<file path="src/psac_pkg.sv">
/*
 * Shared constants for the program-space address and stack check block.
 * Assumes a 32-bit AXI4-Lite register bus and a CPU datapath with one core clock.
 */
package psac_pkg;
    localparam int unsigned CLK_HZ = 20000000;
    localparam logic [15:0] STACK_LOW_BOUND = 16'h0800;
    localparam logic [7:0] WINDOW_PAGE_ONLY = 8'h00;
    localparam logic [7:0] TABLE_PAGE_RST = 8'h00;
    localparam logic [15:0] SP_RST = 16'h0800;
    localparam int unsigned TBL_CFG_BIT = 7;
    localparam int unsigned EA_TOP_BIT = 15;
    localparam int unsigned WIN_EN_BIT = 2;
    // register byte addresses
    localparam logic [7:0] ADDR_SP = 8'h00;
    localparam logic [7:0] ADDR_LIMIT = 8'h04;
    localparam logic [7:0] ADDR_TBLPG = 8'h08;
    localparam logic [7:0] ADDR_WINPG = 8'h0C;
    localparam logic [7:0] ADDR_CORE = 8'h10;
    localparam logic [7:0] ADDR_STAT = 8'h14;
    localparam logic [1:0] RESP_OKAY = 2'b00;
    localparam logic [1:0] RESP_SLVERR = 2'b10;
    // stack operation codes from the datapath
    typedef enum logic [1:0] {
        PSAC_OP_NONE = 2'b00,
        PSAC_OP_PUSH = 2'b01,
        PSAC_OP_POP = 2'b11,
        PSAC_OP_REF = 2'b10
    } psac_op_e;
    // push content kinds
    typedef enum logic [1:0] {
        PSAC_PV_DATA = 2'b00,
        PSAC_PV_CALL = 2'b01,
        PSAC_PV_EXC = 2'b11
    } psac_pv_e;
endpackage : psac_pkg

</file>
<file path="src/psac_top.sv">
/*
 * Program-space address generation and stack pointer checking.
 * Assumes the CPU datapath presents one stack or address request per cycle
 * and that software keeps a cycle between a limit write and a stack read.
 */
// Overview of operation
// - stack pointer points at first free word, stack grows upward
// - pop decrements pointer before access, push increments it after
// - call push clears the upper byte of the pushed counter word
// - exception push puts status low byte beside counter upper byte
// - limit register bit zero reads and holds zero after any write
// - limit register is not initialised by reset
// - push addresses compared with limit; push at limit ok, next traps
// - stack address below fixed lower bound raises a stack error trap
// - table address is table page above sixteen-bit effective address
// - table page top bit picks user or configuration space
// - window joins window page with low fifteen address bits
// - window accesses always drive program address bit 23 low
// - window address bit 15 comes from window page bit zero
// - window page register holds only the all-zero value
// - fetch address is zero, counter bits 22 to 1, then zero
// - window is read only and returns the low program word
// - table accesses reach every byte, no word alignment forced
// - table reads complete in configuration space
// - window remap only with address top bit and enable bit set
// - window remap suppressed during a table read or write
// - table writes to configuration space are blocked
`timescale 1ns/100ps
module psac_top
    import psac_pkg::*;
(
    input wire logic CORE_CLK,
    input wire logic RST,
    input wire logic [7:0] S_AXI_AWADDR,
    input wire logic S_AXI_AWVALID,
    output logic S_AXI_AWREADY,
    input wire logic [31:0] S_AXI_WDATA,
    input wire logic [3:0] S_AXI_WSTRB,
    input wire logic S_AXI_WVALID,
    output logic S_AXI_WREADY,
    output logic [1:0] S_AXI_BRESP,
    output logic S_AXI_BVALID,
    input wire logic S_AXI_BREADY,
    input wire logic [7:0] S_AXI_ARADDR,
    input wire logic S_AXI_ARVALID,
    output logic S_AXI_ARREADY,
    output logic [31:0] S_AXI_RDATA,
    output logic [1:0] S_AXI_RRESP,
    output logic S_AXI_RVALID,
    input wire logic S_AXI_RREADY,
    input wire psac_pkg::psac_op_e STACK_OP,
    input wire psac_pkg::psac_pv_e PUSH_KIND,
    input wire logic [22:0] PC_IN,
    input wire logic [7:0] STATUS_LOW_BYTE,
    input wire logic [15:0] EA_IN,
    input wire logic DATA_READ,
    input wire logic DATA_WRITE,
    input wire logic TABLE_READ_OP,
    input wire logic TABLE_WRITE_OP,
    output logic [15:0] STACK_ADDR,
    output logic [15:0] PUSH_DATA_LO,
    output logic [15:0] PUSH_DATA_HI,
    output logic STACK_ERR_TRAP,
    output logic [23:0] FETCH_ADDR,
    output logic [23:0] PROG_ADDR,
    output logic PROG_RD,
    output logic PROG_WR,
    output logic PROG_CFG_SPACE,
    output logic PROG_LOW_WORD_ONLY,
    output logic WINDOW_WR_REFUSED
);
    logic [15:0] stack_pointer_reg_r;
    logic [15:0] stack_limit_reg_r;
    logic [7:0] table_page_reg_r;
    logic [7:0] window_page_reg_r;
    logic [15:0] core_control_reg_r;
    logic trap_seen_r;
    logic [15:0] sp_nxt;
    logic [15:0] acc_addr;
    logic sp_used;
    logic over_err;
    logic under_err;
    logic table_busy;
    logic const_window_remap;
    logic cfg_wr_block;
    logic aw_got_r;
    logic w_got_r;
    logic [7:0] aw_addr_r;
    logic [31:0] w_data_r;
    logic [3:0] w_strb_r;
    logic wr_fire;
    logic [31:0] rd_word;
    logic rd_hit;
    logic limit_wr;

    // pop pre-decrements, push uses the current pointer then increments
    always_comb begin
        sp_nxt = stack_pointer_reg_r;
        acc_addr = stack_pointer_reg_r;
        sp_used = 1'b0;
        case (STACK_OP)
            PSAC_OP_PUSH: begin
                sp_used = 1'b1;
                sp_nxt = stack_pointer_reg_r + 16'h0002;
            end
            PSAC_OP_POP: begin
                sp_used = 1'b1;
                acc_addr = stack_pointer_reg_r - 16'h0002;
                sp_nxt = acc_addr;
            end
            PSAC_OP_REF: sp_used = 1'b1;
            default: sp_used = 1'b0;
        endcase
    end

    // trap only once the pointer has passed the limit; equality is allowed
    assign over_err = sp_used && (STACK_OP == PSAC_OP_PUSH) &&
        (acc_addr > stack_limit_reg_r);
    assign under_err = sp_used && (acc_addr < STACK_LOW_BOUND);
    assign STACK_ERR_TRAP = over_err | under_err;
    assign STACK_ADDR = acc_addr;

    always_comb begin
        PUSH_DATA_LO = PC_IN[15:0];
        PUSH_DATA_HI = 16'h0000;
        case (PUSH_KIND)
            PSAC_PV_CALL: PUSH_DATA_HI = {8'h00, 1'b0, PC_IN[22:16]};
            PSAC_PV_EXC: PUSH_DATA_HI = {STATUS_LOW_BYTE, 1'b0, PC_IN[22:16]};
            default: PUSH_DATA_HI = 16'h0000;
        endcase
    end

    // sp register; software write has lower priority than datapath updates
    always_ff @(posedge CORE_CLK or posedge RST) begin
        if (RST) begin
            stack_pointer_reg_r <= SP_RST;
        end else if (sp_used) begin
            stack_pointer_reg_r <= sp_nxt;
        end else if (wr_fire && aw_addr_r == ADDR_SP) begin
            stack_pointer_reg_r <= {w_data_r[15:1], 1'b0};
        end
    end

    assign limit_wr = wr_fire && (aw_addr_r == ADDR_LIMIT);
    // no reset: contents undefined until software writes them
    // a new limit is compared from the write edge on, the same edge that raises the write response
    always_ff @(posedge CORE_CLK) begin
        if (limit_wr) begin
            stack_limit_reg_r <= {w_data_r[15:1], 1'b0};
        end
    end

    always_ff @(posedge CORE_CLK or posedge RST) begin
        if (RST) begin
            table_page_reg_r <= TABLE_PAGE_RST;
            window_page_reg_r <= WINDOW_PAGE_ONLY;
            core_control_reg_r <= 16'h0000;
        end else if (wr_fire) begin
            case (aw_addr_r)
                ADDR_TBLPG: table_page_reg_r <= w_data_r[7:0];
                // only one page value exists, writes cannot change it
                ADDR_WINPG: window_page_reg_r <= WINDOW_PAGE_ONLY;
                ADDR_CORE: core_control_reg_r <= w_data_r[15:0];
                default: table_page_reg_r <= table_page_reg_r;
            endcase
        end
    end

    // sticky trap seen flag; the set wins over a clear in the same cycle
    always_ff @(posedge CORE_CLK or posedge RST) begin
        if (RST) begin
            trap_seen_r <= 1'b0;
        end else if (STACK_ERR_TRAP) begin
            trap_seen_r <= 1'b1;
        end else if (wr_fire && aw_addr_r == ADDR_STAT && w_data_r[0]) begin
            trap_seen_r <= 1'b0;
        end
    end

    // program-space address generation
    assign FETCH_ADDR = {1'b0, PC_IN[22:1], 1'b0};
    assign table_busy = TABLE_READ_OP | TABLE_WRITE_OP;
    assign const_window_remap = EA_IN[EA_TOP_BIT] && core_control_reg_r[WIN_EN_BIT] &&
        !table_busy && (DATA_READ | DATA_WRITE);
    assign cfg_wr_block = TABLE_WRITE_OP && table_page_reg_r[TBL_CFG_BIT];

    always_ff @(posedge CORE_CLK or posedge RST) begin
        if (RST) begin
            PROG_ADDR <= 24'h000000;
            PROG_RD <= 1'b0;
            PROG_WR <= 1'b0;
            PROG_CFG_SPACE <= 1'b0;
            PROG_LOW_WORD_ONLY <= 1'b0;
            WINDOW_WR_REFUSED <= 1'b0;
        end else if (table_busy) begin
            PROG_ADDR <= {table_page_reg_r, EA_IN};
            PROG_CFG_SPACE <= table_page_reg_r[TBL_CFG_BIT];
            PROG_RD <= TABLE_READ_OP;
            PROG_WR <= TABLE_WRITE_OP && !cfg_wr_block;
            PROG_LOW_WORD_ONLY <= 1'b0;
            WINDOW_WR_REFUSED <= 1'b0;
        end else if (const_window_remap) begin
            // top bit zero, page bit zero lands in bit 15
            PROG_ADDR <= {1'b0, window_page_reg_r, EA_IN[14:0]};
            PROG_CFG_SPACE <= 1'b0;
            PROG_RD <= DATA_READ;
            PROG_WR <= 1'b0;
            PROG_LOW_WORD_ONLY <= 1'b1;
            WINDOW_WR_REFUSED <= DATA_WRITE;
        end else begin
            PROG_RD <= 1'b0;
            PROG_WR <= 1'b0;
            PROG_LOW_WORD_ONLY <= 1'b0;
            WINDOW_WR_REFUSED <= 1'b0;
        end
    end

    // AXI4-Lite write: address and data taken in either order
    assign S_AXI_AWREADY = !aw_got_r && !S_AXI_BVALID;
    assign S_AXI_WREADY = !w_got_r && !S_AXI_BVALID;
    assign wr_fire = aw_got_r && w_got_r && !S_AXI_BVALID;

    always_ff @(posedge CORE_CLK or posedge RST) begin
        if (RST) begin
            aw_got_r <= 1'b0;
            w_got_r <= 1'b0;
            aw_addr_r <= 8'h00;
            w_data_r <= 32'h00000000;
            w_strb_r <= 4'h0;
            S_AXI_BVALID <= 1'b0;
            S_AXI_BRESP <= RESP_OKAY;
        end else begin
            if (S_AXI_AWVALID && S_AXI_AWREADY) begin
                aw_got_r <= 1'b1;
                aw_addr_r <= {S_AXI_AWADDR[7:2], 2'b00};
            end
            if (S_AXI_WVALID && S_AXI_WREADY) begin
                w_got_r <= 1'b1;
                w_data_r <= S_AXI_WDATA;
                w_strb_r <= S_AXI_WSTRB;
            end
            if (wr_fire) begin
                aw_got_r <= 1'b0;
                w_got_r <= 1'b0;
                S_AXI_BVALID <= 1'b1;
                S_AXI_BRESP <= (aw_addr_r > ADDR_STAT) ? RESP_SLVERR : RESP_OKAY;
            end else if (S_AXI_BVALID && S_AXI_BREADY) begin
                S_AXI_BVALID <= 1'b0;
            end
        end
    end

    always_comb begin
        rd_hit = 1'b1;
        case ({S_AXI_ARADDR[7:2], 2'b00})
            ADDR_SP: rd_word = {16'h0000, stack_pointer_reg_r};
            ADDR_LIMIT: rd_word = {16'h0000, stack_limit_reg_r};
            ADDR_TBLPG: rd_word = {24'h000000, table_page_reg_r};
            ADDR_WINPG: rd_word = {24'h000000, window_page_reg_r};
            ADDR_CORE: rd_word = {16'h0000, core_control_reg_r};
            ADDR_STAT: rd_word = {31'h00000000, trap_seen_r};
            default: begin
                rd_word = 32'h00000000;
                rd_hit = 1'b0;
            end
        endcase
    end

    assign S_AXI_ARREADY = !S_AXI_RVALID;
    always_ff @(posedge CORE_CLK or posedge RST) begin
        if (RST) begin
            S_AXI_RVALID <= 1'b0;
            S_AXI_RDATA <= 32'h00000000;
            S_AXI_RRESP <= RESP_OKAY;
        end else if (S_AXI_ARVALID && S_AXI_ARREADY) begin
            S_AXI_RVALID <= 1'b1;
            S_AXI_RDATA <= rd_word;
            S_AXI_RRESP <= rd_hit ? RESP_OKAY : RESP_SLVERR;
        end else if (S_AXI_RVALID && S_AXI_RREADY) begin
            S_AXI_RVALID <= 1'b0;
        end
    end
endmodule : psac_top

</file>
<file path="config.mk">
export PLATFORM = sky130hd
export DESIGN_NAME = psac_top
export DESIGN_NICKNAME = d
export VERILOG_FILES = /design/src/psac_pkg.sv /design/src/psac_top.sv
export SDC_FILE = /design/constraint.sdc
export NUM_CORES = 1
export LEC_CHECK = 0
export ABC_AREA = 1
export ABC_CLOCK_PERIOD_IN_PS = 3720
export BUFFER_PORTS_ARGS = -buffer_cell sky130_fd_sc_hd__buf_2
export CORE_MARGIN = 2
export CORE_UTILIZATION = 45
export CTS_BUF_LIST = sky130_fd_sc_hd__clkbuf_8 sky130_fd_sc_hd__clkbuf_16
export DETAILED_ROUTE_END_ITERATION = 7
export PLACE_DENSITY_LB_ADDON = 0.12
export SYNTH_ARGS = -nofsm -noshare
export SYNTH_HDL_FRONTEND = slang
export SYNTH_SLANG_ARGS = --single-unit
</file>
<file path="constraint.sdc">
create_clock -name CORE_CLK -period 3.72 [get_ports CORE_CLK]
set_input_delay 0.558 -clock CORE_CLK [delete_from_list [all_inputs] [get_ports CORE_CLK]]
set_output_delay 0.558 -clock CORE_CLK [all_outputs]
set_load 0.05 [all_outputs]
</file>
* Yosys cells after proc, flatten, opt, wreduce, memory -nomap -nowiden
Index checks and enable logic that the tools add are counted.
** Word-level totals
- Logic and storage cells :: 115
- Bits of input ports :: 114
- Bits in registers :: 147
** Operators by class
- Add/sub/neg operators :: 2
- Equality and inequality tests :: 15
- Reductions and logical operators :: 41
- Muxes and demuxes :: 31
- $lt $le $gt $ge :: 3
- Bitwise operators :: 3
** Operators with widths (number)
- 16-bit case mux with 5 select lines :: 1
- 16-bit case mux with 2 select lines :: 2
- 16-bit two-way mux :: 3
- 24-bit two-way mux :: 2
- 6-bit by 3-bit equality test with 1-bit output, second input constant :: 4
- 1-bit logical AND :: 21
- 1-bit two-way mux :: 21
- 6-bit by 2-bit equality test with 1-bit output, second input constant :: 3
- 16-bit by 2-bit adder with 16-bit output, second input constant :: 1
- 16-bit > comparator :: 1
- 16-bit by 12-bit less-than comparator with 1-bit output, second input constant :: 1
- 16-bit by 2-bit subtractor with 16-bit output, second input constant :: 1
- 2-bit nonzero test :: 7
- 6-bit by 1-bit equality test with 1-bit output, second input constant :: 2
- 8-bit by 5-bit > comparator with 1-bit output, second input constant :: 1
- 8-bit logical NOT :: 1
- 2-bit equality test, second input constant :: 3
- 1-bit logical NOT :: 6
- 6-bit logical NOT :: 1
- 2-bit AND reduction :: 3
- 6-bit OR reduction :: 1
- 2-bit by 1-bit equality test with 1-bit output, second input constant :: 2
- 2-bit two-way mux :: 2
- 3-bit by 1-bit != test with 1-bit output, second input constant :: 1
- 2 further kinds :: 4

* Longest topological paths before layout
Gate-level depths: netlist of the first run.
- Depth in word-level cells :: 7
- Depth in mapped cells :: 17

* Least setup slack after synthesis of the first run
Ideal clock, no wire load.
- Kind :: input port to output port
- From :: input STACK_OP[0]
- To :: output STACK_ERR_TRAP
- Stages :: 13
- Setup slack :: -255 ps
- Arrival time :: 3417 ps
- Buffers on the path :: 2
- Cell sequence :: nand2_1 > inv_1 > buf_2 > buf_2 > o21ai_0 > ha_1 > nand2_1 > inv_1 > nand4_1 > nor2_1 > nor3_1 > nand2_1 > nand2_1
** Between the ends
- Elaborated cells between the ends (all ways) :: 12
- Those cells by class :: order compare (2); eq/ne (3); mux (2); bitwise (1); reduce/logical (4)
** RTL lines
- from (decl) :: RTL line psac_top.sv:51 : input wire psac_pkg::psac_op_e STACK_OP,
- 2-bit equality test (*) :: RTL line psac_top.sv:101 : case (STACK_OP)
- 16-bit two-way mux (*) :: RTL line psac_top.sv:101
- net STACK_ADDR[10] :: RTL line psac_top.sv:60 : output logic [15:0] STACK_ADDR,
- 16-bit > comparator / 16-bit by 12-bit less-than comparator with 1-bit output (equally long branches) :: RTL line psac_top.sv:118, psac_top.sv:119
- 1-bit logical AND (on tied branches) :: RTL line psac_top.sv:117, psac_top.sv:119
- 1-bit bitwise OR (*) :: RTL line psac_top.sv:120 : assign STACK_ERR_TRAP = over_err | under_err;
- to (decl) :: RTL line psac_top.sv:63 : output logic STACK_ERR_TRAP,
Mark *: on every way through the listed nets, which the timed path passes. The rest lies on a longest branch.

* Final worst setup path of the first run
- From :: register stack_pointer_reg_r[2]
- To :: output STACK_ERR_TRAP
** Between the ends
- Longest elaborated chain between the ends :: 5
- Elaborated cells between the ends (all ways) :: 7
- Those cells by class :: add/sub (1); order compare (2); mux (1); bitwise (1); reduce/logical (2)
** Ends and longest elaborated chain
- from (decl) :: RTL line psac_top.sv:72 : logic [15:0] stack_pointer_reg_r;
- from (signal assigned) :: RTL line psac_top.sv:138 : stack_pointer_reg_r <= sp_nxt;
- from (signal assigned) :: RTL line psac_top.sv:140 : stack_pointer_reg_r <= {w_data_r[15:1], 1'b0};
- 16-bit by 2-bit subtractor with 16-bit output :: RTL line psac_top.sv:108 : acc_addr = stack_pointer_reg_r - 16'h0002;
- 16-bit two-way mux (*) :: RTL line psac_top.sv:101
- 16-bit > comparator / 16-bit by 12-bit less-than comparator with 1-bit output (equally long branches) :: RTL line psac_top.sv:118, psac_top.sv:119
- 1-bit logical AND (on tied branches) :: RTL line psac_top.sv:117, psac_top.sv:119
- 1-bit bitwise OR (*) :: RTL line psac_top.sv:120
Mark *: on every way between the ends. The rest lies on a longest branch, timed or not.

==> results of run 1 <==
==> worst min-delay path: stages <==
cell,delay (ns)
buf_2,0.11
inv_4,0.05
buf_12,0.45
==> stage by stage <==
step | instances | hold WS, ns | power (mW) | setup WS [ns] | utilization
6_report | 1221 | 0.298 | 5.38 | 0.181 | 0.533
5_1_grt | 1221 | 0.317 | 5.70 | 0.00892 | 0.533
4_1_cts | 1220 | 0.309 | 5.39 | 0.0472 | 0.530
3_5_place_dp | 1188 | 0.430 | 3.85 | 0.375 | 0.495
3_3_place_gp | 1188 | 0.426 | 3.82 | 0.448 | 0.495
2_1_floorplan | 891 | 0.425 | 3.49 | 0.169 | -
==> logic make-up after synthesis <==
family          count (synthesis)  synth area share
simple gates                  330             0.196
buf+inv                       193             0.142
compound gates                171             0.126
flops                         127             0.455
fa+ha+maj                      19            0.0332
mux                            19            0.0351
xor+xnor                       10            0.0122
other cells                     1          0.000524
==> sequential cells by signal, summed over array words and instances, names as in the netlist, 6 cells and up <==
register and count:
stack_limit_reg_r 15, PROG_ADDR 24, S_AXI_RDATA 16, stack_pointer_reg_r 15, w_data_r 16, table_page_reg_r 8, aw_addr_r 6, core_control_reg_r 16
==> Yosys cell counts, drive strengths merged <==
cell type  number  area share
nand2         186       0.099
dfrtp         111        0.39
inv           100       0.053
o21ai          99       0.069
nor2           78       0.046
buf            76       0.081
a21oi          57       0.041
nand3          47       0.034
ha             19       0.033
mux2           19       0.035
clkbuf         16      0.0084
edfxtp         15       0.063
xor2           10       0.012
nor3            8      0.0070
nand4           6      0.0052
o211ai          5      0.0052
o21a            3      0.0031
o22ai           3      0.0026
nand3b          2      0.0021
o21bai          2      0.0021
o41ai           2      0.0024
or2             2      0.0017
clkinv          1     0.00052
conb            1     0.00052
dfstp           1      0.0037
nor4            1     0.00087
==> final cells by class <==
cell class                 instances  area, sq um
tap                              216          270
fill                            1545         7340
inverter                         101          384
clock inverter                    14          104
sequential                       127         3260
clock buffer                      18          439
multi-input combinational        571         3000
timing repair buffer             174          917
==> worst paths after layout <==
| path | end | slack (ns) | cells after the start |
|---|---|---|---|
| worst max-delay path | STACK_ERR_TRAP | 0.18 | 18 |
| worst min-delay path | table_page_reg_r[1] | 0.30 | 3 |
| worst max register to register | trap_seen_r | 1.20 | 17 |
| worst min register to register | stack_limit_reg_r[11] | 0.44 | 0 |
| max in group asynchronous | w_data_r[14] | 2.98 | 3 |
| min in group CORE_CLK | S_AXI_BVALID | 0.32 | 2 |
==> per-layer routing <==
layer / vias up / global-route usage
met5: - / 0
met1: 2785 / 0.311
met2: 251 / 0.341
met3: 24 / 0.0472
li1: 2991 / -
met4: 0 / 0.0835
==> repair_timing <==
item	CTS	global route
setup endpoints to repair	1	1
pin swaps	0	1
buffers inserted	0	1
gates resized for setup	2	13
==> power groups by stage <==
| stage | clock network, mW | logic, mW | registers (mW) |
|---|---|---|---|
| 6_report | 1.53 | 1.80 | 2.05 |
| 5_1_grt | 1.62 | 1.99 | 2.10 |
| 4_1_cts | 1.56 | 1.79 | 2.05 |
| 3_5_place_dp | 0 | 1.78 | 2.07 |
| 3_3_place_gp | 0 | 1.76 | 2.06 |
| 2_1_floorplan | 0 | 1.29 | 2.20 |
==> flow_metrics.tcl, run 1 <==
set metrics [dict create \
    status "complete, no violations" \
    root_buffer "clkbuf_16" \
    diodes 0 \
    core_sq_um 15700 \
    most-common-layout-cells "nand2_1, buf_2, dfrtp_1, inv_1, o21ai_0" \
    dp.final_hpwl_mm 13.6 \
    start_util 0.456 \
    cpLargestDelayFamily "simple AND/OR/NAND/NOR gates" \
    min_period_ns 3.54 \
    yosysSeqAreaShare 0.455 \
    crit_top_cell "nand2_1" \
    comb_power_share 0.334 \
    cp_max_fo 5 \
    clkSinkCount 127 \
    drv_slew 0 \
    cts_hold_buf 0 \
    crit_slowest_cell "dfrtp_2" \
    rsz0062_at_grt "no" \
    cts_inserted_buffers 17 \
    holdCritPathClass "in -> async" \
    gp_congestion 0.944 \
    die_width_microns 130 \
    io_buffer_count 163 \
    yosys_register_bits 127 \
    via_per_inst 4.96 \
    synthCells 870 \
    p_switching_mw 2.19 \
    switching_share 0.407 \
    syn_area_per_cell_sq_um 8.23 \
    worstPathArrival_ns 2.98 \
    p_int_mw 3.19 \
    vias 6051 \
    cp.required_ns 3.16 \
    synth.distinct_cells 40 \
    setup_viol 0 \
    antenna_found_initial 0 \
    drtIter0Drc 461 \
    grt_pass1_vias 5694 \
    ir_drop_uv 531 \
    grt_pass1_wl_mm 28.9 \
    crit_path_start "stack_pointer_reg_r[2]" \
    period_share 0.951 \
    top_layer_used "met4" \
    crit_path_end_kind "output pin" \
    wl_met1_mm 8.55 \
    wl_met3_mm 1.47 \
    tightest_slew_ns 1.04 \
    drc 0 \
    yosysWarnings 0 \
    ant_nets 0 \
    crit_chain "inv_1, ha_2, nand2_1, nor2_4, xor2_1, nand2_1, o21ai_0, inv_1, ha_1, nand2_1, inv_1, o21ai_0, nand2_1, a21oi_1, o21ai_1, nand2_1, nand2_1, buf_6" \
    clk_pin_slew_ns 0.06 \
    slowest_delay_ns 0.44 \
    grt.overflow.total 0 \
    clock_skew_ns 0.00866 \
    fp.dieH_microns 130 \
    path_buf_inv 4 \
    fin_area_sq_um 8370 \
    grt_max_degree 113 \
    syn_to_final_growth_pct 17.0 \
    powerDensity_nw_per_um2 642 \
    cp-start-kind "flip-flop" \
    crit_type "reg -> out" \
    worstSkewPairLatency_ns 0.42 \
    num_rows 46 \
    layout-drive-gt1-share 0.247 \
    ioPinCount 257 \
    cts_tree "built" \
    post_drt_wl_per_cell_microns 15.0 \
    dieArea_sq_um 16900 \
    firstDrtPassIters 5 \
    maxCapViolations 0 \
    nNetsFinal 1125 \
    routed_wl_mm 18.3 \
    htree_levels 4 \
    final_hold_viol_count 0 \
    timing.rr.start "stack_pointer_reg_r[2]" \
    layout_commonest_cell "nand2_1" \
    met2_wirelength_mm 7.97 \
    max_freq_ghz 0.283 \
    leakage_nw 4.42 \
    grt_util_all_layers 0.222 \
    synth_area_sq_um 7160 \
    power.share.clock 0.285 \
    p_seq_frac 0.381 \
    place_area_sq_um 7780 \
    cts_buffer_depth 2 \
    maxSlewHeadroom 0.303 \
    setup_tns_ns 0 \
]
Power figures use the tool's default switching activity.
==> run 2: changes to the inputs <==
- MAX_ROUTING_LAYER: unset -> met4
- REMOVE_ABC_BUFFERS: unset -> 1
==> flow_metrics.tcl, run 2 (synthesized netlist as in run 1, its figures left out) <==
set metrics [dict create \
    status "complete, no violations" \
    crit_path_end_kind "output pin" \
    place_area_sq_um 7820 \
    rrSetupSlack_ns 1.19 \
    cp_max_fo 7 \
    dp.final_hpwl_mm 14.5 \
    clk_pin_slew_ns 0.05 \
    worstSkewPairLatency_ns 0.42 \
    clock_skew_ns 0.00710 \
    start_util 0.456 \
    gp_congestion 0.915 \
    reg2reg_depth 17 \
    layout-drive-gt1-share 0.260 \
    drtIter0Drc 318 \
    max_freq_ghz 0.282 \
    maxSlewHeadroom 0.491 \
    cp.required_ns 3.16 \
    largest_reg_flops 24 \
    fin_area_sq_um 8490 \
    post-route-util 0.540 \
    io_buffer_count 163 \
    cts_inserted_buffers 17 \
    slowest_delay_ns 0.46 \
    nNetsFinal 1130 \
    root_buffer "clkbuf_16" \
    htree_levels 4 \
    tightest_slew_ns 0.762 \
    grt_pass1_vias 5745 \
    dpl.cell_count 1191 \
    top_register "PROG_ADDR" \
    crit_path_start "stack_pointer_reg_r[7]" \
    drc 0 \
    crit_top_cell "nand2_1" \
    ioPinCount 257 \
    ir_drop_uv 415 \
    crit_type "reg -> out" \
    min_period_ns 3.54 \
    num_rows 46 \
    cts_hold_buf 0 \
    timing.rr.start "stack_pointer_reg_r[7]" \
    grt.overflow.total 0 \
    multi_input_area_sq_um 3030 \
    grt_max_degree 113 \
    maxCapViolations 0 \
    ant_nets 0 \
    fp.dieH_microns 130 \
    drv_slew 0 \
    leakage_nw 4.48 \
    r2r-end "trap_seen_r" \
    final_hold_viol_count 0 \
    period_share 0.952 \
    setup_tns_ns 0 \
    cts_tree "built" \
    comb_power_share 0.332 \
    p_int_mw 3.33 \
    p_seq_frac 0.371 \
    most-common-layout-cells "nand2_1, buf_2, dfrtp_1, inv_1, o21ai_0" \
    layout_commonest_cell "nand2_1" \
    dieArea_sq_um 16900 \
    antenna_found_initial 0 \
    diodes 0 \
    powerDensity_nw_per_um2 648 \
    crit_chain "nor2_1, nand2_1, nor2_4, buf_4, nand2_1, nand2_1, nand2_1, nand2_1, nand2_1, ha_1, nand2_1, nor2_2, nand4_1, nor2_1, nor3_1, nand2_1, nand2_1, buf_6" \
    routed_wl_mm 19.7 \
    holdCritPathClass "in -> async" \
    cts_buffer_depth 2 \
    grt_util_all_layers 0.242 \
    regArea_sq_um 3260 \
    power.share.clock 0.298 \
    fin_cells 1226 \
    core_sq_um 15700 \
    grt_pass1_wl_mm 30.1 \
    post_drt_wl_per_cell_microns 16.1 \
    via_per_inst 4.96 \
    crit_slowest_cell "dfrtp_1" \
    p_switching_mw 2.17 \
    firstDrtPassIters 5 \
    vias 6084 \
    setup_viol 0 \
    switching_share 0.395 \
    p_total_mw 5.50 \
    clkSinkCount 127 \
    worstPathArrival_ns 2.98 \
    cp-start-kind "flip-flop" \
    syn_to_final_growth_pct 18.6 \
    die_width_microns 130 \
    fillers 1562 \
]
## run 2: cell types whose count changed in the layout (fill, tap and decap cells not counted), sizes merged
cell | previous run | this run
clkinvlp | 2 | 0
clkbuf | 18 | 21
clkinv | 7 | 5
bufinv | 1 | 2
buf | 174 | 179
## run 2: layout make-up
| cell class | instances | area share |
|---|---|---|
| Clock buffer | 21 | 0.0566 |
| Clock inverter | 11 | 0.0121 |
| Inverter | 101 | 0.0452 |
| Multi-Input combinational cell | 571 | 0.356 |
| Sequential cell | 127 | 0.384 |
| Tap cell | 216 | 0.0318 |
| Timing Repair Buffer | 179 | 0.114 |
## run 2: power groups by stage
stage	Clock, mW	Combinational [mW]	Sequential, mW
floorplan	0	1.07	2.24
global placement	0	1.77	2.05
detailed placement	0	1.79	2.05
CTS	1.66	1.80	2.03
global route	1.73	2.01	2.08
finish	1.64	1.83	2.04
## run 2: metrics by stage
step | hold WS, ns | worst slack (ns)
floorplan | 0.425 | -0.479
global placement | 0.426 | 0.400
detailed placement | 0.431 | 0.419
CTS | 0.308 | 0.00691
global route | 0.328 | -0.0106
finish | 0.289 | 0.179
## run 2: worst max-delay path by stage
stage	endpoint	slack (ns)
2_1_floorplan	STACK_ERR_TRAP	-0.48
3_3_place_gp	STACK_ERR_TRAP	0.40
3_5_place_dp	STACK_ERR_TRAP	0.42
4_1_cts	STACK_ERR_TRAP	0.007
5_1_grt	STACK_ERR_TRAP	-0.01
6_report	STACK_ERR_TRAP	0.18
## run 2: timing repair
action,in CTS,in global routing
gates cloned,0,0
setup endpoints to repair,1,1
pin swaps,1,7
buffers inserted,1,2
gates resized for setup,3,22
## run 2: routing by layer
layer	share of wire	up-vias	GRT usage	wire length, microns
met1	0.44	2839	0.304	8720
met2	0.47	233	0.384	9250
li1	-	2993	-	-
met3	0.075	19	0.0689	1480
met4	0.013	0	0.0645	265
met5	0	-	-	0
## run 2: worst max-delay path, delay by kind of cell (launching register included)
kind	cells	cell delay [ns]
flip-flops	1	0.46
adder cells (fa/ha/maj)	1	0.31
buffers and inverters	2	0.30
AND/OR/NAND/NOR	15	1.50
